$ cat config.mk
export PLATFORM = sky130hd
export DESIGN_NAME = rsl_link
export DESIGN_NICKNAME = d
export VERILOG_FILES = /design/src/logic/rsl_link_fix.sv /design/src/logic/rsl_pkg.sv /design/src/logic/rsl_fifo_if.sv /design/src/logic/rsl_fifo.sv /design/src/logic/rsl_link.sv
export VERILOG_INCLUDE_DIRS = /design/src /design/src/logic
export SDC_FILE = /design/constraint.sdc
export NUM_CORES = 1
export LEC_CHECK = 0
export ABC_AREA = 1
export BUFFER_PORTS_ARGS = -buffer_cell sky130_fd_sc_hd__clkbuf_2
export CAP_MARGIN = 20
export CORE_ASPECT_RATIO = 1.2
export CORE_UTILIZATION = 40
export CTS_CLUSTER_SIZE = 10
export DETAILED_ROUTE_END_ITERATION = 10
export PLACE_DENSITY = 0.57
export SYNTH_ARGS = -nofsm -noshare
export SYNTH_HDL_FRONTEND = slang
export SYNTH_HIERARCHICAL = 1
export SYNTH_SLANG_ARGS = --single-unit
$ cat constraint.sdc
create_clock -name CLK -period 7 [get_ports CLK]
set_input_delay 1.05 -clock CLK [delete_from_list [all_inputs] [get_ports CLK]]
set_output_delay 1.05 -clock CLK [all_outputs]
set_load 0.05 [all_outputs]
$ cat src/logic/rsl_consts.svh
// Purpose: shared constants of the RS-485 slave link front end
// Assumes: included by its bare name
// Notes: times are kept in their own unit, cycle counts derive from them
`ifndef RSL_CONSTS_SVH
`define RSL_CONSTS_SVH

// ==========================================================
// line rates
`define RSL_CLK_HZ 250000000
`define RSL_BAUD_9600 9600
`define RSL_BAUD_19200 19200
`define RSL_BAUD_38400 38400
`define RSL_BAUD_57600 57600
`define RSL_BAUD_115200 115200
`define RSL_RATE_9600 3'h0
`define RSL_RATE_19200 3'h1
`define RSL_RATE_38400 3'h2
`define RSL_RATE_57600 3'h3
`define RSL_RATE_115200 3'h4

// ==========================================================
// function switch positions (bit index = position - 1)
`define RSL_FSW_RATE_LSB 0
`define RSL_FSW_PROTO 4
`define RSL_FSW_ADDR_HI 7

// ==========================================================
// settings and reset values
`define RSL_PAR_NONE 2'h0
`define RSL_PAR_EVEN 2'h1
`define RSL_PAR_ODD 2'h2
`define RSL_PAR_RESET 2'h1
`define RSL_STOP2_RESET 1'h0
`define RSL_WAIT_RESET 14'h0064
`define RSL_WAIT_MAX 14'h2710
`define RSL_ADDR_BCAST 5'h00
`define RSL_ADDR_RESET 5'h00

// ==========================================================
// timing and buffer depth
`define RSL_WAIT_UNIT_US 100
`define RSL_GAP_BITS 39
`define RSL_FIFO_DEPTH 32
`define RSL_MIN_DIV 8

`endif

$ cat src/logic/rsl_link_fix.sv
`timescale 1ns/100ps
`default_nettype none
`default_nettype wire

$ cat src/logic/rsl_pkg.sv
// Purpose: types of the RS-485 slave link front end
// Assumes: nothing
// Notes: constants live in rsl_consts.svh
package rsl_pkg;
   // ==========================================================
   // state types
   typedef enum logic [2:0] {RX_IDLE, RX_START, RX_DATA, RX_PAR, RX_STOP} rsl_rx_st_t;
   typedef enum logic [2:0] {
      TX_OFF, TX_WAIT, TX_ARMED, TX_START, TX_DATA, TX_PAR, TX_STOP
   } rsl_tx_st_t;
   typedef logic [1:0] rsl_par_t;
endpackage

$ cat src/logic/rsl_fifo_if.sv
// Purpose: carrier between the link core and its receive buffer
// Assumes: single clock domain
// Notes: valid and ready on both sides
`timescale 1ns/100ps
`default_nettype none
interface rsl_fifo_if #(parameter int W = 8);
   logic [W-1:0] wdata;
   logic wvalid;
   logic wready;
   logic [W-1:0] rdata;
   logic rvalid;
   logic rready;
   modport fifo (input wdata, input wvalid, output wready,
                 output rdata, output rvalid, input rready);
   modport src (output wdata, output wvalid, input wready);
   modport snk (input rdata, input rvalid, output rready);
endinterface
`default_nettype wire

$ cat src/logic/rsl_fifo.sv
// Purpose: synchronous FIFO with valid/ready on both sides
// Assumes: DEPTH is a power of two
// Notes: read data comes straight from the storage flops
`timescale 1ns/100ps
`default_nettype none
`include "rsl_consts.svh"
module rsl_fifo #(
   parameter int W = 8,
   parameter int DEPTH = `RSL_FIFO_DEPTH
) (
   input wire logic clk,
   input wire logic rst_b,
   input wire logic ce,
   rsl_fifo_if.fifo f
);
   localparam int AW = $clog2(DEPTH);

   if (DEPTH < 2 || (1 << AW) != DEPTH)
   begin : g_chk
      $error("rsl_fifo: DEPTH must be a power of two of at least 2");
   end

   logic [W-1:0] mem [DEPTH];
   logic [AW:0] wr_q;
   logic [AW:0] wr_d;
   logic [AW:0] rd_q;
   logic [AW:0] rd_d;
   logic full;
   logic empty;
   logic push;
   logic pop;

   assign empty = (wr_q == rd_q);
   assign full = (wr_q[AW] != rd_q[AW]) && (wr_q[AW-1:0] == rd_q[AW-1:0]);
   assign f.wready = !full;
   assign f.rvalid = !empty;
   assign f.rdata = mem[rd_q[AW-1:0]];
   assign push = f.wvalid && !full && ce;
   assign pop = f.rready && !empty && ce;

   // ==========================================================
   // pointers
   always_comb
   begin
      wr_d = wr_q;
      rd_d = rd_q;
      if (push)
      begin
         wr_d = wr_q + (AW+1)'(1);
      end
      if (pop)
      begin
         rd_d = rd_q + (AW+1)'(1);
      end
   end

   always_ff @(posedge clk)
   begin
      if (!rst_b)
      begin
         wr_q <= '0;
         rd_q <= '0;
      end
      else
      begin
         wr_q <= wr_d;
         rd_q <= rd_d;
      end
   end

   // storage needs no reset: nothing reads a word before it is written
   always_ff @(posedge clk)
   begin
      if (push)
      begin
         mem[wr_q[AW-1:0]] <= f.wdata;
      end
   end
endmodule
`default_nettype wire

$ cat src/logic/rsl_link.sv
// Purpose: RS-485 half-duplex slave front end for an RTU style query/response link
// Assumes: all inputs synchronous to CLK; reset stands for power-up
// Notes: query bytes of an accepted frame pass through a 32-word FIFO
// Behaviour
// - only the master starts; transmit solely as the answer to an addressed query.
// - characters carry 8 data bits, optional even/odd parity, one or two stops.
// - bit rates 9600, 19200, 38400, 57600 and 115200 are supported.
// - rate switches 000..100, position 3 most significant, pick those rates in order.
// - all rate switches off gives 9600.
// - protocol is selected only when function switch position five is on.
// - address is rotary digit low four bits, position eight as bit four.
// - address zero is broadcast; configurer never assigns zero to a device.
// - factory address is rotary zero with position eight off.
// - switches are latched only at power-up.
// - parity, stop and waiting time settings take effect after power cycle.
// - broadcast queries are executed but never answered.
// - parity code 0 none, 1 even, 2 odd; even after reset.
// - waiting time 0..10000 in 0.1 ms steps delays the answer; reset 100.
`timescale 1ns/100ps
`default_nettype none
`include "rsl_consts.svh"
module rsl_link #(
   parameter int CLK_HZ = `RSL_CLK_HZ,
   parameter int WAIT_UNIT_CYC = CLK_HZ / 1000000 * `RSL_WAIT_UNIT_US
) (
   input wire logic CLK,
   input wire logic RST_B,
   input wire logic CE,
   input wire logic [7:0] COMM_FUNC_SW,
   input wire logic [3:0] ADDR_ROTARY_SW,
   input wire logic [1:0] CFG_PARITY,
   input wire logic CFG_STOP_TWO,
   input wire logic [13:0] CFG_TX_WAIT,
   input wire logic LINE_RX,
   output logic LINE_TX,
   output logic LINE_TX_OE_B,
   output logic MODBUS_SEL,
   output logic [4:0] SLAVE_ADDR,
   output logic RATE_VALID,
   output logic [7:0] RX_DATA,
   output logic RX_VALID,
   input wire logic RX_READY,
   output logic RX_FRAME_END,
   output logic RX_FRAME_BCAST,
   output logic RX_FRAME_BAD,
   input wire logic [7:0] TX_DATA,
   input wire logic TX_VALID,
   input wire logic TX_LAST,
   output logic TX_READY,
   output logic TX_BUSY
);
   localparam int DIVW = 16;
   localparam int GAPW = 22;
   localparam int UW = $clog2(WAIT_UNIT_CYC + 1);

   if (CLK_HZ / `RSL_BAUD_9600 > 65535 || CLK_HZ / `RSL_BAUD_115200 < `RSL_MIN_DIV ||
       WAIT_UNIT_CYC < 1)
   begin : g_chk
      $error("rsl_link: clock rate cannot serve the bit rates or waiting time");
   end

   function automatic logic [DIVW-1:0] div_of(input int baud);
      return DIVW'((CLK_HZ + baud / 2) / baud);
   endfunction

   // ==========================================================
   // power-up configuration latch
   logic cfg_done_q, cfg_done_d;
   logic modbus_q, modbus_d;
   logic [4:0] addr_q, addr_d;
   logic rate_ok_q, rate_ok_d;
   logic [DIVW-1:0] div_q, div_d;
   logic [GAPW-1:0] gap_lim_q, gap_lim_d;
   rsl_pkg::rsl_par_t par_q, par_d;
   logic stop2_q, stop2_d;
   logic [13:0] wait_q, wait_d;

   always_comb
   begin
      cfg_done_d = 1'h1;
      modbus_d = modbus_q;
      addr_d = addr_q;
      rate_ok_d = rate_ok_q;
      div_d = div_q;
      par_d = par_q;
      stop2_d = stop2_q;
      wait_d = wait_q;
      gap_lim_d = gap_lim_q;
      // sampled once after reset release, later switch moves are ignored
      if (!cfg_done_q)
      begin
         modbus_d = COMM_FUNC_SW[`RSL_FSW_PROTO];
         addr_d = {COMM_FUNC_SW[`RSL_FSW_ADDR_HI], ADDR_ROTARY_SW};
         rate_ok_d = 1'h1;
         unique case (COMM_FUNC_SW[`RSL_FSW_RATE_LSB +: 3])
            `RSL_RATE_9600: div_d = div_of(`RSL_BAUD_9600);
            `RSL_RATE_19200: div_d = div_of(`RSL_BAUD_19200);
            `RSL_RATE_38400: div_d = div_of(`RSL_BAUD_38400);
            `RSL_RATE_57600: div_d = div_of(`RSL_BAUD_57600);
            `RSL_RATE_115200: div_d = div_of(`RSL_BAUD_115200);
            default:
            begin
               // illegal code: fall back to the slowest rate and flag it
               div_d = div_of(`RSL_BAUD_9600);
               rate_ok_d = 1'h0;
            end
         endcase
         par_d = (CFG_PARITY == 2'h3) ? `RSL_PAR_RESET : CFG_PARITY;
         stop2_d = CFG_STOP_TWO;
         wait_d = (CFG_TX_WAIT > `RSL_WAIT_MAX) ? `RSL_WAIT_MAX : CFG_TX_WAIT;
         gap_lim_d = GAPW'(div_d * `RSL_GAP_BITS);
      end
   end

   always_ff @(posedge CLK)
   begin
      if (!RST_B)
      begin
         cfg_done_q <= 1'h0;
         modbus_q <= 1'h0;
         addr_q <= `RSL_ADDR_RESET;
         rate_ok_q <= 1'h1;
         div_q <= div_of(`RSL_BAUD_9600);
         par_q <= `RSL_PAR_RESET;
         stop2_q <= `RSL_STOP2_RESET;
         wait_q <= `RSL_WAIT_RESET;
         gap_lim_q <= GAPW'(div_of(`RSL_BAUD_9600) * `RSL_GAP_BITS);
      end
      else if (CE)
      begin
         cfg_done_q <= cfg_done_d;
         modbus_q <= modbus_d;
         addr_q <= addr_d;
         rate_ok_q <= rate_ok_d;
         div_q <= div_d;
         par_q <= par_d;
         stop2_q <= stop2_d;
         wait_q <= wait_d;
         gap_lim_q <= gap_lim_d;
      end
   end

   // ==========================================================
   // receiver
   rsl_pkg::rsl_rx_st_t rx_st_q, rx_st_d;
   logic [DIVW-1:0] rx_cnt_q, rx_cnt_d;
   logic [2:0] rx_bit_q, rx_bit_d;
   logic [7:0] rx_sh_q, rx_sh_d;
   logic rx_perr_q, rx_perr_d;
   logic rx_tick;
   logic byte_done;
   logic byte_err;
   logic par_odd;

   assign rx_tick = (rx_cnt_q == '0);
   assign par_odd = (par_q == `RSL_PAR_ODD);

   always_comb
   begin
      rx_st_d = rx_st_q;
      rx_cnt_d = rx_tick ? rx_cnt_q : rx_cnt_q - DIVW'(1);
      rx_bit_d = rx_bit_q;
      rx_sh_d = rx_sh_q;
      rx_perr_d = rx_perr_q;
      byte_done = 1'h0;
      byte_err = 1'h0;
      unique case (rx_st_q)
         rsl_pkg::RX_IDLE:
         begin
            // own echo is ignored while the driver is on
            if (!LINE_RX && LINE_TX_OE_B)
            begin
               rx_st_d = rsl_pkg::RX_START;
               rx_cnt_d = div_q >> 1;
            end
         end
         rsl_pkg::RX_START:
            if (rx_tick)
            begin
               rx_st_d = LINE_RX ? rsl_pkg::RX_IDLE : rsl_pkg::RX_DATA;
               rx_cnt_d = div_q - DIVW'(1);
               rx_bit_d = 3'h0;
               rx_perr_d = 1'h0;
            end
         rsl_pkg::RX_DATA:
            if (rx_tick)
            begin
               rx_sh_d = {LINE_RX, rx_sh_q[7:1]};
               rx_cnt_d = div_q - DIVW'(1);
               rx_bit_d = rx_bit_q + 3'h1;
               if (rx_bit_q == 3'h7)
               begin
                  rx_st_d = (par_q == `RSL_PAR_NONE) ? rsl_pkg::RX_STOP : rsl_pkg::RX_PAR;
               end
            end
         rsl_pkg::RX_PAR:
            if (rx_tick)
            begin
               rx_perr_d = LINE_RX != ((^rx_sh_q) ^ par_odd);
               rx_cnt_d = div_q - DIVW'(1);
               rx_st_d = rsl_pkg::RX_STOP;
            end
         rsl_pkg::RX_STOP:
            // only the first stop bit is checked, a second one reads as idle
            if (rx_tick)
            begin
               byte_done = 1'h1;
               byte_err = !LINE_RX || rx_perr_q;
               rx_st_d = rsl_pkg::RX_IDLE;
            end
      endcase
   end

   always_ff @(posedge CLK)
   begin
      if (!RST_B)
      begin
         rx_st_q <= rsl_pkg::RX_IDLE;
         rx_cnt_q <= '0;
         rx_bit_q <= 3'h0;
         rx_sh_q <= 8'h00;
         rx_perr_q <= 1'h0;
      end
      else if (CE)
      begin
         rx_st_q <= rx_st_d;
         rx_cnt_q <= rx_cnt_d;
         rx_bit_q <= rx_bit_d;
         rx_sh_q <= rx_sh_d;
         rx_perr_q <= rx_perr_d;
      end
   end

   // ==========================================================
   // frame delimiting and address filter
   logic [GAPW-1:0] gap_q, gap_d;
   logic in_frame_q, in_frame_d;
   logic acc_q, acc_d;
   logic bc_q, bc_d;
   logic bad_q, bad_d;
   logic fend_q, fend_d;
   logic fbc_q, fbc_d;
   logic fbad_q, fbad_d;
   logic quiet;
   logic fend_now;
   logic permit_now;
   logic push;

   rsl_fifo_if #(.W(8)) rxf ();

   assign quiet = (rx_st_q == rsl_pkg::RX_IDLE) && LINE_RX;
   assign fend_now = in_frame_q && quiet && (gap_q == gap_lim_q - GAPW'(1));
   assign permit_now = acc_q && !bc_q && !bad_q;
   assign rxf.wdata = rx_sh_q;
   assign rxf.wvalid = push;

   always_comb
   begin
      gap_d = quiet ? ((gap_q == gap_lim_q) ? gap_q : gap_q + GAPW'(1)) : '0;
      in_frame_d = in_frame_q;
      acc_d = acc_q;
      bc_d = bc_q;
      bad_d = bad_q;
      fend_d = 1'h0;
      fbc_d = fbc_q;
      fbad_d = fbad_q;
      push = 1'h0;
      if (byte_done)
      begin
         if (!in_frame_q)
         begin
            in_frame_d = 1'h1;
            bc_d = (rx_sh_q == 8'(`RSL_ADDR_BCAST));
            acc_d = modbus_q && (bc_d || rx_sh_q == 8'(addr_q));
            bad_d = byte_err;
         end
         else
         begin
            bad_d = bad_q || byte_err || (acc_q && !rxf.wready);
         end
         push = acc_d;
      end
      else if (fend_now)
      begin
         in_frame_d = 1'h0;
         fend_d = acc_q;
         if (acc_q)
         begin
            fbc_d = bc_q;
            fbad_d = bad_q;
         end
      end
   end

   always_ff @(posedge CLK)
   begin
      if (!RST_B)
      begin
         gap_q <= '0;
         in_frame_q <= 1'h0;
         acc_q <= 1'h0;
         bc_q <= 1'h0;
         bad_q <= 1'h0;
         fend_q <= 1'h0;
         fbc_q <= 1'h0;
         fbad_q <= 1'h0;
      end
      else if (CE)
      begin
         gap_q <= gap_d;
         in_frame_q <= in_frame_d;
         acc_q <= acc_d;
         bc_q <= bc_d;
         bad_q <= bad_d;
         fend_q <= fend_d;
         fbc_q <= fbc_d;
         fbad_q <= fbad_d;
      end
   end

   rsl_fifo #(.W(8), .DEPTH(`RSL_FIFO_DEPTH)) u_rx_fifo (
      .clk(CLK),
      .rst_b(RST_B),
      .ce(CE),
      .f(rxf.fifo)
   );

   assign RX_DATA = rxf.rdata;
   assign RX_VALID = rxf.rvalid;
   assign rxf.rready = RX_READY;

   // ==========================================================
   // transmitter
   rsl_pkg::rsl_tx_st_t tx_st_q, tx_st_d;
   logic [DIVW-1:0] tx_cnt_q, tx_cnt_d;
   logic [UW-1:0] tu_q, tu_d;
   logic [13:0] tw_q, tw_d;
   logic [2:0] tx_bit_q, tx_bit_d;
   logic [7:0] tx_sh_q, tx_sh_d;
   logic tx_par_q, tx_par_d;
   logic tx_last_q, tx_last_d;
   logic txd_q, txd_d;
   logic oe_b_q, oe_b_d;
   logic tx_tick;
   logic rx_busy;

   assign tx_tick = (tx_cnt_q == '0);
   assign rx_busy = (rx_st_q != rsl_pkg::RX_IDLE);
   // unsolicited bytes are swallowed while off so the user side never hangs
   assign TX_READY = (tx_st_q == rsl_pkg::TX_OFF) || (tx_st_q == rsl_pkg::TX_ARMED);

   always_comb
   begin
      tx_st_d = tx_st_q;
      tx_cnt_d = tx_tick ? tx_cnt_q : tx_cnt_q - DIVW'(1);
      tu_d = tu_q;
      tw_d = tw_q;
      tx_bit_d = tx_bit_q;
      tx_sh_d = tx_sh_q;
      tx_par_d = tx_par_q;
      tx_last_d = tx_last_q;
      txd_d = txd_q;
      unique case (tx_st_q)
         rsl_pkg::TX_OFF:
            if (fend_now && permit_now)
            begin
               tx_st_d = rsl_pkg::TX_WAIT;
               tw_d = wait_q;
               tu_d = UW'(WAIT_UNIT_CYC - 1);
            end
         rsl_pkg::TX_WAIT:
            // a new query from the master cancels a pending answer
            if (rx_busy)
            begin
               tx_st_d = rsl_pkg::TX_OFF;
            end
            else if (tw_q == 14'h0000)
            begin
               tx_st_d = rsl_pkg::TX_ARMED;
            end
            else if (tu_q == '0)
            begin
               tu_d = UW'(WAIT_UNIT_CYC - 1);
               tw_d = tw_q - 14'h0001;
            end
            else
            begin
               tu_d = tu_q - UW'(1);
            end
         rsl_pkg::TX_ARMED:
            if (rx_busy)
            begin
               tx_st_d = rsl_pkg::TX_OFF;
            end
            else if (TX_VALID)
            begin
               tx_sh_d = TX_DATA;
               tx_last_d = TX_LAST;
               tx_par_d = (^TX_DATA) ^ par_odd;
               tx_st_d = rsl_pkg::TX_START;
               tx_cnt_d = div_q - DIVW'(1);
               txd_d = 1'h0;
            end
         rsl_pkg::TX_START:
            if (tx_tick)
            begin
               tx_st_d = rsl_pkg::TX_DATA;
               tx_bit_d = 3'h0;
               txd_d = tx_sh_q[0];
               tx_cnt_d = div_q - DIVW'(1);
            end
         rsl_pkg::TX_DATA:
            if (tx_tick)
            begin
               tx_cnt_d = div_q - DIVW'(1);
               tx_bit_d = tx_bit_q + 3'h1;
               tx_sh_d = {1'h0, tx_sh_q[7:1]};
               txd_d = tx_sh_q[1];
               if (tx_bit_q == 3'h7)
               begin
                  tx_bit_d = 3'h0;
                  tx_st_d = (par_q == `RSL_PAR_NONE) ? rsl_pkg::TX_STOP : rsl_pkg::TX_PAR;
                  txd_d = (par_q == `RSL_PAR_NONE) ? 1'h1 : tx_par_q;
               end
            end
         rsl_pkg::TX_PAR:
            if (tx_tick)
            begin
               tx_st_d = rsl_pkg::TX_STOP;
               txd_d = 1'h1;
               tx_cnt_d = div_q - DIVW'(1);
            end
         rsl_pkg::TX_STOP:
            if (tx_tick)
            begin
               if (stop2_q && tx_bit_q == 3'h0)
               begin
                  tx_bit_d = 3'h1;
                  tx_cnt_d = div_q - DIVW'(1);
               end
               else
               begin
                  tx_st_d = tx_last_q ? rsl_pkg::TX_OFF : rsl_pkg::TX_ARMED;
               end
            end
      endcase
      oe_b_d = !(tx_st_d inside {rsl_pkg::TX_START, rsl_pkg::TX_DATA,
                                 rsl_pkg::TX_PAR, rsl_pkg::TX_STOP});
   end

   always_ff @(posedge CLK)
   begin
      if (!RST_B)
      begin
         tx_st_q <= rsl_pkg::TX_OFF;
         tx_cnt_q <= '0;
         tu_q <= '0;
         tw_q <= 14'h0000;
         tx_bit_q <= 3'h0;
         tx_sh_q <= 8'h00;
         tx_par_q <= 1'h0;
         tx_last_q <= 1'h0;
         txd_q <= 1'h1;
         oe_b_q <= 1'h1;
      end
      else if (CE)
      begin
         tx_st_q <= tx_st_d;
         tx_cnt_q <= tx_cnt_d;
         tu_q <= tu_d;
         tw_q <= tw_d;
         tx_bit_q <= tx_bit_d;
         tx_sh_q <= tx_sh_d;
         tx_par_q <= tx_par_d;
         tx_last_q <= tx_last_d;
         txd_q <= txd_d;
         oe_b_q <= oe_b_d;
      end
   end

   // ==========================================================
   // outputs
   assign LINE_TX = txd_q;
   assign LINE_TX_OE_B = oe_b_q;
   assign MODBUS_SEL = modbus_q;
   assign SLAVE_ADDR = addr_q;
   assign RATE_VALID = rate_ok_q;
   assign RX_FRAME_END = fend_q;
   assign RX_FRAME_BCAST = fbc_q;
   assign RX_FRAME_BAD = fbad_q;
   assign TX_BUSY = (tx_st_q != rsl_pkg::TX_OFF);
endmodule
`default_nettype wire

; ---- Word-level counts from Yosys, hierarchy flattened
; Memory sizes are Yosys's and may differ from the RTL's. A register that Yosys moved wholly into a read port is not among the register bits.
; Index checks and enable logic that the tools add are counted.
[word_totals]
register_bits = 198
ram_bits = 256
in_bits = 44
output_inout_bits = 23
mem_count = 1
[memory_table]
columns = name, depth, width, read_ports, rd_ports_with_merged_regs, write_ports, line_no
row1 = u_rx_fifo.mem, 32, 8, 1, 1, 1, rsl_fifo.sv:23  ; logic [W-1:0] mem [DEPTH];
[classes]
n_addsub = 11
n_mul = 1
n_lt_le_gt_ge = 1
eq_ne = 47
muxes = 89
n_bitwise = 6
n_reduce_logical = 67
[ops]
columns = cell, n
row1 = $mux 16, 10
row2 = $mux 3, 24
row3 = $mux 14, 5
row4 = $mux 15, 4
row5 = $pmux 15 s4, 1
row6 = $pmux 16 s3, 1
row7 = $sub 16x1->16 const B, 3
row8 = $eq 22x22->1, 2
row9 = $mux 22, 2
row10 = $ne 2x2->1 const B, 17
row11 = $logic_not 16->1, 2
row12 = $pmux 16 s2, 1
row13 = $eq 3x3->1 const B, 10
row14 = $pmux 15 s2, 1
row15 = $pmux 14 s2, 1
row16 = $mux 8, 3
row17 = $mux 1, 23
row18 = $add 22x1->22 const B, 1
row19 = $mul 16x6->22 const B, 1
row20 = $sub 22x1->22 const B, 1
row21 = $eq 3x2->1 const B, 7
row22 = $pmux 3 s7, 1
row23 = $pmux 8 s2, 1
row24 = $reduce_and 4->1, 4
row25 = 40 further kinds, 96

; ---- Longest topological paths before layout
; Gate-level depths: netlist of run 1.
[depth]
word_depth = 10
ltp_mapped = 25
ltp_nobuf = 25

; ---- By module
; The synthesis of run 1 kept the hierarchy.
[modules_own_cells]
columns = mod, n_inst, cells_per_inst, area_each_um2, seq_area_each_um2
row1 = rsl_link, 1, 1918, 12603.3, 3583.4
row2 = rsl_fifo, 1, 1012, 11413.4, 8027.7

; ---- Least setup slack after synthesis of run 1
; No wires, ideal clock.
[synth_path]
kind = input to register
start = input COMM_FUNC_SW[0]
end = register gap_lim_q[18]
t_arrival_ns = 5.122
required_ns = 6.873
setup_slack_ns = 1.751
path_stages = 23
cell_sequence = inv_1 nor2_1 inv_1 nor2_1 nor2_1 inv_1 ha_1 inv_1 fa_1 ha_1 inv_1 fa_1 inv_1 ha_1 inv_1 o21ai_0 nand3_1 nand2_1 a21oi_1 o31ai_1 a21oi_1 nand3_1 o211ai_1
[synth_via]
elab_chain_len = 4
elab_cells_between_ends = 7
classes_between = mul: 1 / eq/ne: 4 / mux: 2
[synth_rtl]
columns = item, line_no
row1 = start: declaration, rsl_link.sv:29  ; input wire logic [7:0] COMM_FUNC_SW,
row2 = $eq 3x3->1 (tied with other cells), rsl_link.sv:95  ; unique case (COMM_FUNC_SW[`RSL_FSW_RATE_LSB +: 3])
row3 = $pmux 15 s4 (*), rsl_link.sv:95
row4 = $mux 16 (*), rsl_link.sv:90  ; if (!cfg_done_q)
row5 = $mul 16x6->22 (no line) (*), --
row6 = end signal: assignment, rsl_link.sv:127  ; gap_lim_q <= GAPW'(div_of(`RSL_BAUD_9600) * `RSL_GAP_BITS);
row7 = end signal: assignment, rsl_link.sv:139  ; gap_lim_q <= gap_lim_d;
row8 = end: declaration, rsl_link.sv:73  ; logic [GAPW-1:0] gap_lim_q, gap_lim_d;
; Every way passes the cells marked *; elsewhere a longest branch is shown, timed or not. The select of a mux whose other input is x is not followed.
; A chain may end at the register's enable or synchronous reset.

; ---- Worst setup path after layout of run 1
; Same ends and word-level chain as after synthesis.

==> flow_metrics.py, run 1 <==
metrics = {
    "timing": {
        "setup_ws_ns": 1.766,
        "hold_viol": 0,
        "setup_tns_ns": 0,
        "relSlewSlack_pct": 37.91,
        "hold_slack_ns": 0.4606,
        "fin_crit_ns": 5.234,
        "rsz0062_at_grt": "no",
        "worst_pin_slew_ns": 0.9280,
        "clock-skew-final_ns": 0.02613,
        "fmax_ghz": 0.1911,
        "drv_slew": 0,
        "setup_viol": 0,
        "fin_crit_sh_pct": 74.77,
    },
    "grt": {
        "overflow": 0,
        "grt_pass1_vias": 18810,
        "grt_max_degree": 114,
        "grtUsageTotal_pct": 20.87,
        "grt_pass1_wl_um": 100800,
        "antenna_found_initial": 0,
    },
    "worst_setup_path": {
        "worstSetupPathDepth": 25,
        "worstPathMaxFanout": 9,
        "worst_r2r_endpoint": "u_rx_fifo/mem[11][1]$_DFFE_PP_",
        "worstSetupPathType": "in -> reg",
        "max_stage_delay_ns": 0.48,
        "cp_slowest_cell": "fa_1",
        "arrival_ns": 5.72,
        "rrSetupSlack_ns": 3.57,
        "r2r_cells": 11,
        "cp-end-kind": "flip-flop",
        "cp-start-kind": "primary input",
        "cp_top_family": "adder cells",
        "cp.required_ns": 7.48,
        "crit_top_cell": "inv_1",
        "rr_startpoint": "SLAVE_ADDR[1]$_SDFFE_PN0P_",
        "crit_buf_inv": 9,
    },
    "clock_network": {
        "cts_tree": "done",
        "clock_latency_ns": 0.62,
        "clk_pin_slew_ns": 0.05,
        "cts-root-buf": "clkbuf_16",
        "cts_sinks": 452,
        "cts_resized": 0,
        "htreeDepth": 2,
        "cts_buffers": 53,
        "cts-hold-fix-buffers": 0,
        "clockBufferDepth": 3,
        "post-cts-setup-buffers": 0,
    },
    "final_layout": {
        "nNetsFinal": 3069,
        "multi_input_area_um2": 10800,
        "drive_above_1_share_pct": 7.877,
        "n_antenna_cell": 0,
        "mostFrequentLayoutCells": "nand2_1, nor2_1, inv_1",
        "area_growth_pct": 10.81,
        "fin_util_pct": 44.75,
        "nFillCells": 5923,
        "regArea_um2": 11620,
        "final_common_cell": "nand2_1",
    },
    "run_status": {
        "status": "finished, final reports clean",
    },
    "drt": {
        "first_iter_violations": 1144,
        "viasPerCell": 5.187,
        "firstDrtPassIters": 5,
        "vias": 19690,
        "drc": 0,
        "antenna_left": 0,
        "routedWlPerCell_um": 16.80,
        "routed_wl_um": 63760,
    },
    "synthesis": {
        "yosysWarnings": 6,
        "synth-seq-area-share_pct": 48.35,
        "syn_avg_cell_area_um2": 8.197,
        "ys.flop_type": "edfxtp_1",
        "syn_inst": 2930,
        "yosys_register_bits": 452,
        "syn_area_um2": 24020,
        "synth_cell_types": 68,
        "synth_edf_count": 256,
        "syn_nets": 3044,
        "async_flop_share_pct": 0,
    },
    "place": {
        "io_buffers": 63,
        "place_congestion": 0.8780,
        "dp_hpwl_um": 43440,
        "place_ws_ns": 1.151,
    },
    "die": {
        "fp.coreArea_um2": 59470,
        "die_w_um": 225.7,
        "die_h_um": 270.4,
        "ios": 67,
        "rows": 98,
        "dieArea_um2": 61030,
        "start_util_pct": 40.39,
    },
    "min_path": {
        "hold_path_depth": 2,
        "whs_endpoint": "wait_q[13]$_SDFFE_PN0P_",
        "hp-start": "wait_q[13]$_SDFFE_PN0P_",
        "min-delay-path-class": "reg -> reg",
    },
    "power": {
        "leakagePower_nw": 10.82,
        "power_density_nw_per_um2": 263.9,
        "ir_worst_vdd_mv": 0.1751,
        "p_total_mw": 7.024,
    },
    "job": {
        "cap_violations": 0,
    },
}
synth_stat cells, types with 19 or more instances:
cell      count  area [µm²]
xor2_1       53       464.2
nor2_1      350        1314
clkbuf_1     67       251.5
a21oi_1     181       905.9
buf_2        39       195.2
ha_1         53       663.1
o211ai_1     20       150.1
xnor2_1      33       289.0
a31oi_1      19       118.9
inv_1       264       991.0
nand4_1      45       281.5
edfxtp_1    256        7687
nor3_1       61       305.3
o21ai_0     160       800.8
nand2_1     724        2718
o31ai_1      30       225.2
dfxtp_1     196        3924
nand3_1     183       915.9
how the worst max path moves through the flow:
| stage | startpoint | endpoint | slack (ns) |
|---|---|---|---|
| after floorplan | COMM_FUNC_SW[0] | gap_lim_q[18]$_SDFFE_PN1P_ | 1.75 |
| after global placement | COMM_FUNC_SW[0] | gap_lim_q[16]$_SDFFE_PN1P_ | 1.27 |
| after detailed placement | COMM_FUNC_SW[0] | gap_lim_q[18]$_SDFFE_PN1P_ | 1.15 |
| after CTS | COMM_FUNC_SW[0] | gap_lim_q[18]$_SDFFE_PN1P_ | 1.78 |
| after global routing | COMM_FUNC_SW[0] | gap_lim_q[18]$_SDFFE_PN1P_ | 1.28 |
| final | COMM_FUNC_SW[0] | gap_lim_q[18]$_SDFFE_PN1P_ | 1.77 |
per-layer routing:
| layer | global-route usage [%] | up-vias | part of all wire, % |
|---|---|---|---|
| met5 | 0 | - | 0 |
| li1 | - | 9882 | - |
| met1 | 25.20 | 9224 | 42 |
| met3 | 2.970 | 112 | 4.6 |
| met4 | 8.163 | 0 | 3.6 |
| met2 | 37.05 | 472 | 50 |
logic make-up (layout without fill, tap and decap cells):
| group | after synthesis | count (layout) | synth area share [%] |
|---|---|---|---|
| DFF | 452 | 452 | 48.35 |
| and+or+nand+nor | 1448 | 1448 | 26.27 |
| xor gates and xnor gates | 87 | 87 | 3.204 |
| other | 1 | 1 | 0.01561 |
| adders and majority gates | 70 | 70 | 4.178 |
| AOI/OAI and AO/OA | 473 | 473 | 11.28 |
| buffers and inverters | 399 | 465 | 6.705 |
registers in the layout (all words and copies together), names as in the netlist, 5 cells and up, named ones only:
name and flops:
SLAVE_ADDR 5, gap_q 22, u_rx_fifo/wr_q 6, wait_q 14, u_rx_fifo/mem 256, rx_cnt_q 16
u_rx_fifo/rd_q 6, tx_sh_q 8, rx_sh_q 8, tx_cnt_q 16, gap_lim_q 20, div_q 11
tw_q 14, tu_q 15
area by class of cell:
cell class                      count  area share, %
Tap cell                          800          3.761
Clock inverter                      6         0.3150
Timing Repair Buffer               90          1.993
Inverter                          279          3.996
Clock buffer                       90          5.693
Multi-Input combinational cell   2079          40.59
Sequential cell                   452          43.65
stage by stage:
stage | std cells | cell area [µm²]
6_report | 3796 | 26610
5_1_grt | 3796 | 26610
4_1_cts | 3795 | 26610
3_5_place_dp | 3699 | 25010
3_3_place_gp | 3699 | 25010
2_1_floorplan | 2930 | 24020
worst reg2reg max path, cell delays in order, from the launching register on:
cell and delay, ns:
dfxtp_1 0.47, nor2_1 0.10, a2111oi_0 0.44, nand2_1 0.08, o21ai_0 0.18, nand2_1 0.09, nor2_1 0.09, a21oi_1 0.05
nor3_1 0.21, buf_4 0.22, nand3_2 0.31, nor2_1 0.81
where the power goes:
| group | internal, mW | switching [mW] | total [mW] |
|---|---|---|---|
| clock network | 1.47 | 1.09 | 2.56 |
| logic | 0.485 | 0.976 | 1.46 |
| registers | 2.88 | 0.120 | 3.00 |
| total | 4.84 | 2.19 | 7.02 |
(Power assumes the default switching activity.)
==> run 2: changes to the inputs <==
clock period = 4.95 ns   (was 7 ns; I/O delays follow)
==> flow_metrics.py, run 2 (synthesis results as in run 1) <==
metrics = {
    "grt": {
        "grtUsageTotal_pct": 21.17,
        "grt_pass1_wl_um": 102800,
        "grt_max_degree": 88,
        "grt_pass1_vias": 19200,
        "overflow": 0,
        "antenna_found_initial": 0,
    },
    "final_layout": {
        "largest_register_ffs": 256,
        "nFillCells": 5885,
        "regArea_um2": 11620,
        "area_growth_pct": 11.02,
        "n_antenna_cell": 0,
        "mostFrequentLayoutCells": "nand2_1, nor2_1, inv_1",
        "nNetsFinal": 3080,
        "multi_input_area_um2": 10800,
        "drive_above_1_share_pct": 8.123,
        "final_common_cell": "nand2_1",
        "final_area_um2": 26660,
    },
    "worst_setup_path": {
        "worstPathMaxFanout": 82,
        "cp.required_ns": 4.21,
        "crit_top_cell": "nand2_1",
        "max_stage_delay_ns": 0.71,
        "cp-start-kind": "flip-flop",
        "cp_cell_sequence": "clkinv_2 > buf_12 > nor2_1 > nor2_1 > o31ai_1 > nand2_1 > nand2_1 > nand2_1 > clkbuf_2",
        "cp_top_family": "buffers and inverters",
        "crit_buf_inv": 3,
        "arrival_ns": 3.68,
        "cp_slowest_cell": "clkinv_2",
        "cp-end-kind": "output pin",
        "worstSetupPathType": "reg -> out",
    },
    "drt": {
        "firstDrtPassIters": 5,
        "routedWlPerCell_um": 16.88,
        "antenna_left": 0,
        "first_iter_violations": 1115,
        "viasPerCell": 5.210,
        "vias": 19820,
        "drc": 0,
        "routed_wl_um": 64200,
    },
    "clock_network": {
        "cts-root-buf": "clkbuf_16",
        "htreeDepth": 2,
        "cts_buffers": 53,
        "cts-hold-fix-buffers": 0,
        "cts_tree": "done",
        "clk_pin_slew_ns": 0.06,
        "clockBufferDepth": 3,
        "clock_latency_ns": 0.60,
        "cts_sinks": 452,
        "cts_resized": 0,
        "post-cts-setup-buffers": 0,
    },
    "timing": {
        "setup_viol": 0,
        "worst_pin_slew_ns": 0.9325,
        "rsz0062_at_grt": "no",
        "drv_slew": 0,
        "fin_crit_ns": 4.427,
        "relSlewSlack_pct": 37.83,
        "setup_tns_ns": 0,
        "hold_viol": 0,
        "fin_crit_sh_pct": 89.42,
        "fmax_ghz": 0.2259,
        "clock-skew-final_ns": 0.01480,
    },
    "power": {
        "p_clk_share_pct": 36.2,
        "leakagePower_nw": 10.87,
        "p_comb_share_pct": 20.9,
        "p_int_mw": 6.823,
        "p_seq_share_pct": 42.9,
        "ir_worst_vdd_mv": 0.3125,
        "power_density_nw_per_um2": 371.3,
        "p_sw_share_pct": 31.09,
        "switchingPower_mw": 3.078,
    },
    "die": {
        "start_util_pct": 40.39,
        "ios": 67,
        "rows": 98,
        "fp.coreArea_um2": 59470,
        "die_h_um": 270.4,
        "dieArea_um2": 61030,
        "die_w_um": 225.7,
    },
    "min_path": {
        "min-delay-path-class": "in -> reg",
    },
    "place": {
        "io_buffers": 63,
        "dp_hpwl_um": 43770,
        "dpl_cell_area_um2": 25100,
        "place_congestion": 0.8848,
    },
    "job": {
        "cap_violations": 0,
    },
    "run_status": {
        "status": "finished, final reports clean",
    },
}
-- run 2: cell count changes in the layout (fill, tap and decap cells not counted), sizes merged --
cell / change
buf: +11
clkinv: +1
clkinvlp: -1
clkbuf: -3
-- run 2: metrics by stage --
step                hold slack [ns]  total power, mW  utilization [%]  setup slack (ns)  std cells
global placement             0.4482            6.349            42.18            0.3175       3709
finish                       0.3705            9.902            44.84            0.5235       3804
global route                 0.3615            10.44            44.84            0.2461       3804
CTS                          0.3366            10.00            44.83            0.4597       3803
floorplan                    0.4245            5.836                -          0.008471       2930
detailed placement           0.4520            6.377            42.21            0.2328       3710
-- run 2: worst min-delay path, stage by stage --
cell	delay, ns
clkbuf_2	0.08
nor2_1	0.03
nor2_1	0.08
-- run 2: power by group through the flow --
stage	logic [mW]	clock network [mW]	registers, mW
detailed placement	2.06	0	4.32
finish	2.07	3.58	4.25
global route	2.36	3.82	4.26
floorplan	1.55	0	4.29
CTS	2.07	3.69	4.24
global placement	2.03	0	4.32
-- run 2: cell type report --
type,count,area share (%)
sequential,452,43.56
multi-input combinational,2079,40.51
clock buffer,87,5.607
inverter,279,3.989
tap,800,3.754
timing repair buffer,101,2.346
clock inverter,6,0.2252
-- run 2: routing by layer --
layer	wire length, µm	track usage, %	part of all wire [%]
met3	2313	2.633	3.6
met1	27190	25.71	42
met5	0	0	0
met2	32450	37.92	51
met4	2253	7.787	3.5
-- run 2: final timing paths --
kind,startpoint,to,slack (ns),cells after the start
worst max register to register,SLAVE_ADDR[1]$_SDFFE_PN0P_,u_rx_fifo/mem[11][3]$_DFFE_PP_,1.54,11
worst max-delay path,flip-flop,RX_DATA[2],0.52,9
worst min register to register,tx_sh_q[7]$_SDFFE_PN0P_,tx_sh_q[7]$_SDFFE_PN0P_,0.46,2
worst min-delay path,COMM_FUNC_SW[7],SLAVE_ADDR[4]$_SDFFE_PN0P_,0.37,3
==> run 3: changes to the inputs <==
ABC_AREA = unset   (was 1)
==> flow_metrics.py, run 3 <==
metrics = {
    "run_status": {
        "status": "finished, final reports clean",
    },
    "drt": {
        "drc": 0,
        "antenna_left": 0,
        "top_layer": "met4",
        "met2RoutedLength_um": 27670,
        "firstDrtPassIters": 7,
        "routedWlPerCell_um": 19.61,
        "m1WireLength_um": 23930,
        "routed_wl_um": 55800,
        "viasPerCell": 5.580,
        "wl_met3_um": 2765,
        "vias": 15880,
        "first_iter_violations": 1043,
    },
    "power": {
        "p_comb_share_pct": 18.4,
        "p_clk_share_pct": 37.1,
        "leakagePower_nw": 8.773,
        "power_density_nw_per_um2": 379.7,
        "switchingPower_mw": 2.777,
        "p_seq_share_pct": 44.6,
        "ir_worst_vdd_mv": 0.2859,
        "p_int_mw": 6.808,
        "p_sw_share_pct": 28.97,
    },
    "timing": {
        "hold_viol": 0,
        "fin_crit_ns": 4.359,
        "fin_crit_sh_pct": 88.07,
        "rsz0062_at_grt": "no",
        "worst_pin_slew_ns": 1.134,
        "setup_ws_ns": 0.5907,
        "drv_slew": 0,
        "relSlewSlack_pct": 24.27,
        "setup_tns_ns": 0,
        "fmax_ghz": 0.2294,
        "clock-skew-final_ns": 0.02979,
        "setup_viol": 0,
        "hold_slack_ns": 0.3556,
    },
    "clock_network": {
        "cts-hold-fix-buffers": 0,
        "cts_resized": 0,
        "cts_tree": "done",
        "clk_pin_slew_ns": 0.05,
        "clock_latency_ns": 0.61,
        "htreeDepth": 2,
        "cts_sinks": 452,
        "post-cts-setup-buffers": 0,
        "cts-root-buf": "clkbuf_16",
        "clockBufferDepth": 3,
        "cts_buffers": 52,
    },
    "worst_setup_path": {
        "crit_top_cell": "inv_1",
        "cp_top_family": "adder cells",
        "cp-start-kind": "primary input",
        "cp-end-kind": "flip-flop",
        "arrival_ns": 4.86,
        "worstPathMaxFanout": 11,
        "worstSetupPathType": "in -> reg",
        "cp_slowest_cell": "fa_1",
        "cp_cell_sequence": "clkbuf_2 > nand2b_1 > nor2_1 > inv_1 > nand2_1 > inv_1 > fa_1 > inv_1 > ha_1 > fa_1 > ha_1 > o21ai_0 > a21oi_1 > o21bai_1 > a211o_1 > o311ai_1 > or4_1 > nand4_1 > o31a_1",
        "max_stage_delay_ns": 0.53,
        "rrSetupSlack_ns": 0.92,
        "crit_buf_inv": 4,
        "cp.required_ns": 5.45,
    },
    "synthesis": {
        "ys.flop_type": "edfxtp_1",
        "syn_inst": 2026,
        "syn_area_um2": 22470,
        "synth_area_leader_cell": "edfxtp_1",
        "synth_top_area_share_pct": 34.22,
        "yosysWarnings": 6,
        "synth_edf_count": 256,
        "synth_commonest_cells": "edfxtp_1, nor2_1, dfxtp_1",
        "synth_area_leaders": "edfxtp_1, dfxtp_1, mux4_2",
        "synth_cell_types": 86,
        "synth-seq-area-share_pct": 51.68,
        "syn_avg_cell_area_um2": 11.09,
        "syn_nets": 2140,
        "async_flop_share_pct": 0,
        "yosysMostFrequentCell": "edfxtp_1",
        "yosys_register_bits": 452,
    },
    "final_layout": {
        "mostFrequentLayoutCells": "edfxtp_1, nor2_1, dfxtp_1",
        "nNetsFinal": 2203,
        "final_common_cell": "edfxtp_1",
        "multi_input_area_um2": 10050,
        "drive_above_1_share_pct": 15.10,
        "largest_register_ffs": 256,
        "n_antenna_cell": 0,
        "nFillCells": 4998,
        "area_growth_pct": 12.35,
        "regArea_um2": 11620,
    },
    "grt": {
        "overflow": 0,
        "grt_max_degree": 80,
        "antenna_found_initial": 0,
        "grtUsageTotal_pct": 19.78,
        "grt_pass1_wl_um": 88000,
        "grt_pass1_vias": 15700,
    },
    "place": {
        "dp_hpwl_um": 38290,
        "place_congestion": 0.8494,
        "place_ws_ns": 0.01198,
        "io_buffers": 63,
    },
    "die": {
        "die_w_um": 218.3,
        "rows": 94,
        "ios": 67,
        "fp.coreArea_um2": 55160,
        "die_h_um": 261.6,
        "dieArea_um2": 57120,
        "start_util_pct": 40.73,
    },
    "min_path": {
        "min-delay-path-class": "in -> reg",
    },
    "job": {
        "cap_violations": 0,
    },
}
[run 3: cell types whose count changed in the layout (fill, tap and decap cells not counted), moves of 27 or more]
cell,delta
a21oi_1,-58
nand2_1,-557
xnor2_1,+31
mux4_2,+80
nand4_1,-27
nor2_1,-137
mux2i_1,+29
o21ai_0,-49
inv_1,-179
nand3_1,-135
[run 3: final cells by class]
type	count	share of cell area (%)
inverter	84	1.254
timing repair buffer	125	3.182
clock buffer	85	5.725
clock inverter	6	0.4214
tap	720	3.569
multi-input combinational	1374	39.83
sequential	452	46.02
[run 3: kinds of logic (layout without fill, tap and decap cells)]
| logic type | after synthesis | count (layout) | synth area share (%) |
|---|---|---|---|
| and+or+nand+nor | 677 | 677 | 14.83 |
| DFF | 452 | 452 | 51.68 |
| AOI/OAI and AO/OA | 402 | 402 | 11.44 |
| buffers and inverters | 200 | 300 | 3.681 |
| muxes | 117 | 117 | 9.713 |
| xor gates and xnor gates | 107 | 107 | 4.171 |
| adders and majority gates | 70 | 70 | 4.467 |
| other | 1 | 1 | 0.01669 |
[run 3: per-layer routing]
layer  up-vias  global-route usage, %
met5         -                      0
met4         0                  6.022
met3        88                  3.137
met2       374                  34.39
met1      7804                  25.18
li1       7616                      -
[run 3: stage by stage]
stage / util (%) / power [mW] / std cells / area (µm²)
after floorplan: - / 5.652 / 2026 / 22470
after global placement: 42.92 / 6.048 / 2754 / 23670
after detailed placement: 42.92 / 6.082 / 2754 / 23670
after CTS: 45.73 / 9.678 / 2845 / 25230
after global routing: 45.76 / 10.08 / 2846 / 25240
final: 45.76 / 9.585 / 2846 / 25240
[run 3: power groups by stage]
stage	logic, mW	clock network [mW]	registers, mW
6_report	1.76	3.55	4.27
5_1_grt	1.98	3.80	4.30
4_1_cts	1.76	3.65	4.27
3_5_place_dp	1.74	0	4.34
3_3_place_gp	1.71	0	4.34
2_1_floorplan	1.38	0	4.27
[run 3: worst paths after layout]
path                                  start                         end  depth (start not counted)
setup / recovery            COMM_FUNC_SW[2]  gap_lim_q[19]$_SDFFE_PN1P_                         19
hold / removal              COMM_FUNC_SW[4]     MODBUS_SEL$_SDFFE_PN0P_                          3
setup reg to reg  gap_lim_q[0]$_SDFFE_PN0P_        tw_q[4]$_SDFFE_PN0P_                         11
hold reg to reg      rx_perr_q$_SDFFE_PN0P_      rx_perr_q$_SDFFE_PN0P_                          2
[run 3: worst reg2reg max path, delay by kind of cell (launching register included)]
kind,cells,cell delay [ns]
xor+xnor,1,0.11
flops,1,0.31
buf+inv,1,0.26
compound gates,5,1.61
fa+ha+maj,1,0.31
simple gates,3,1.31
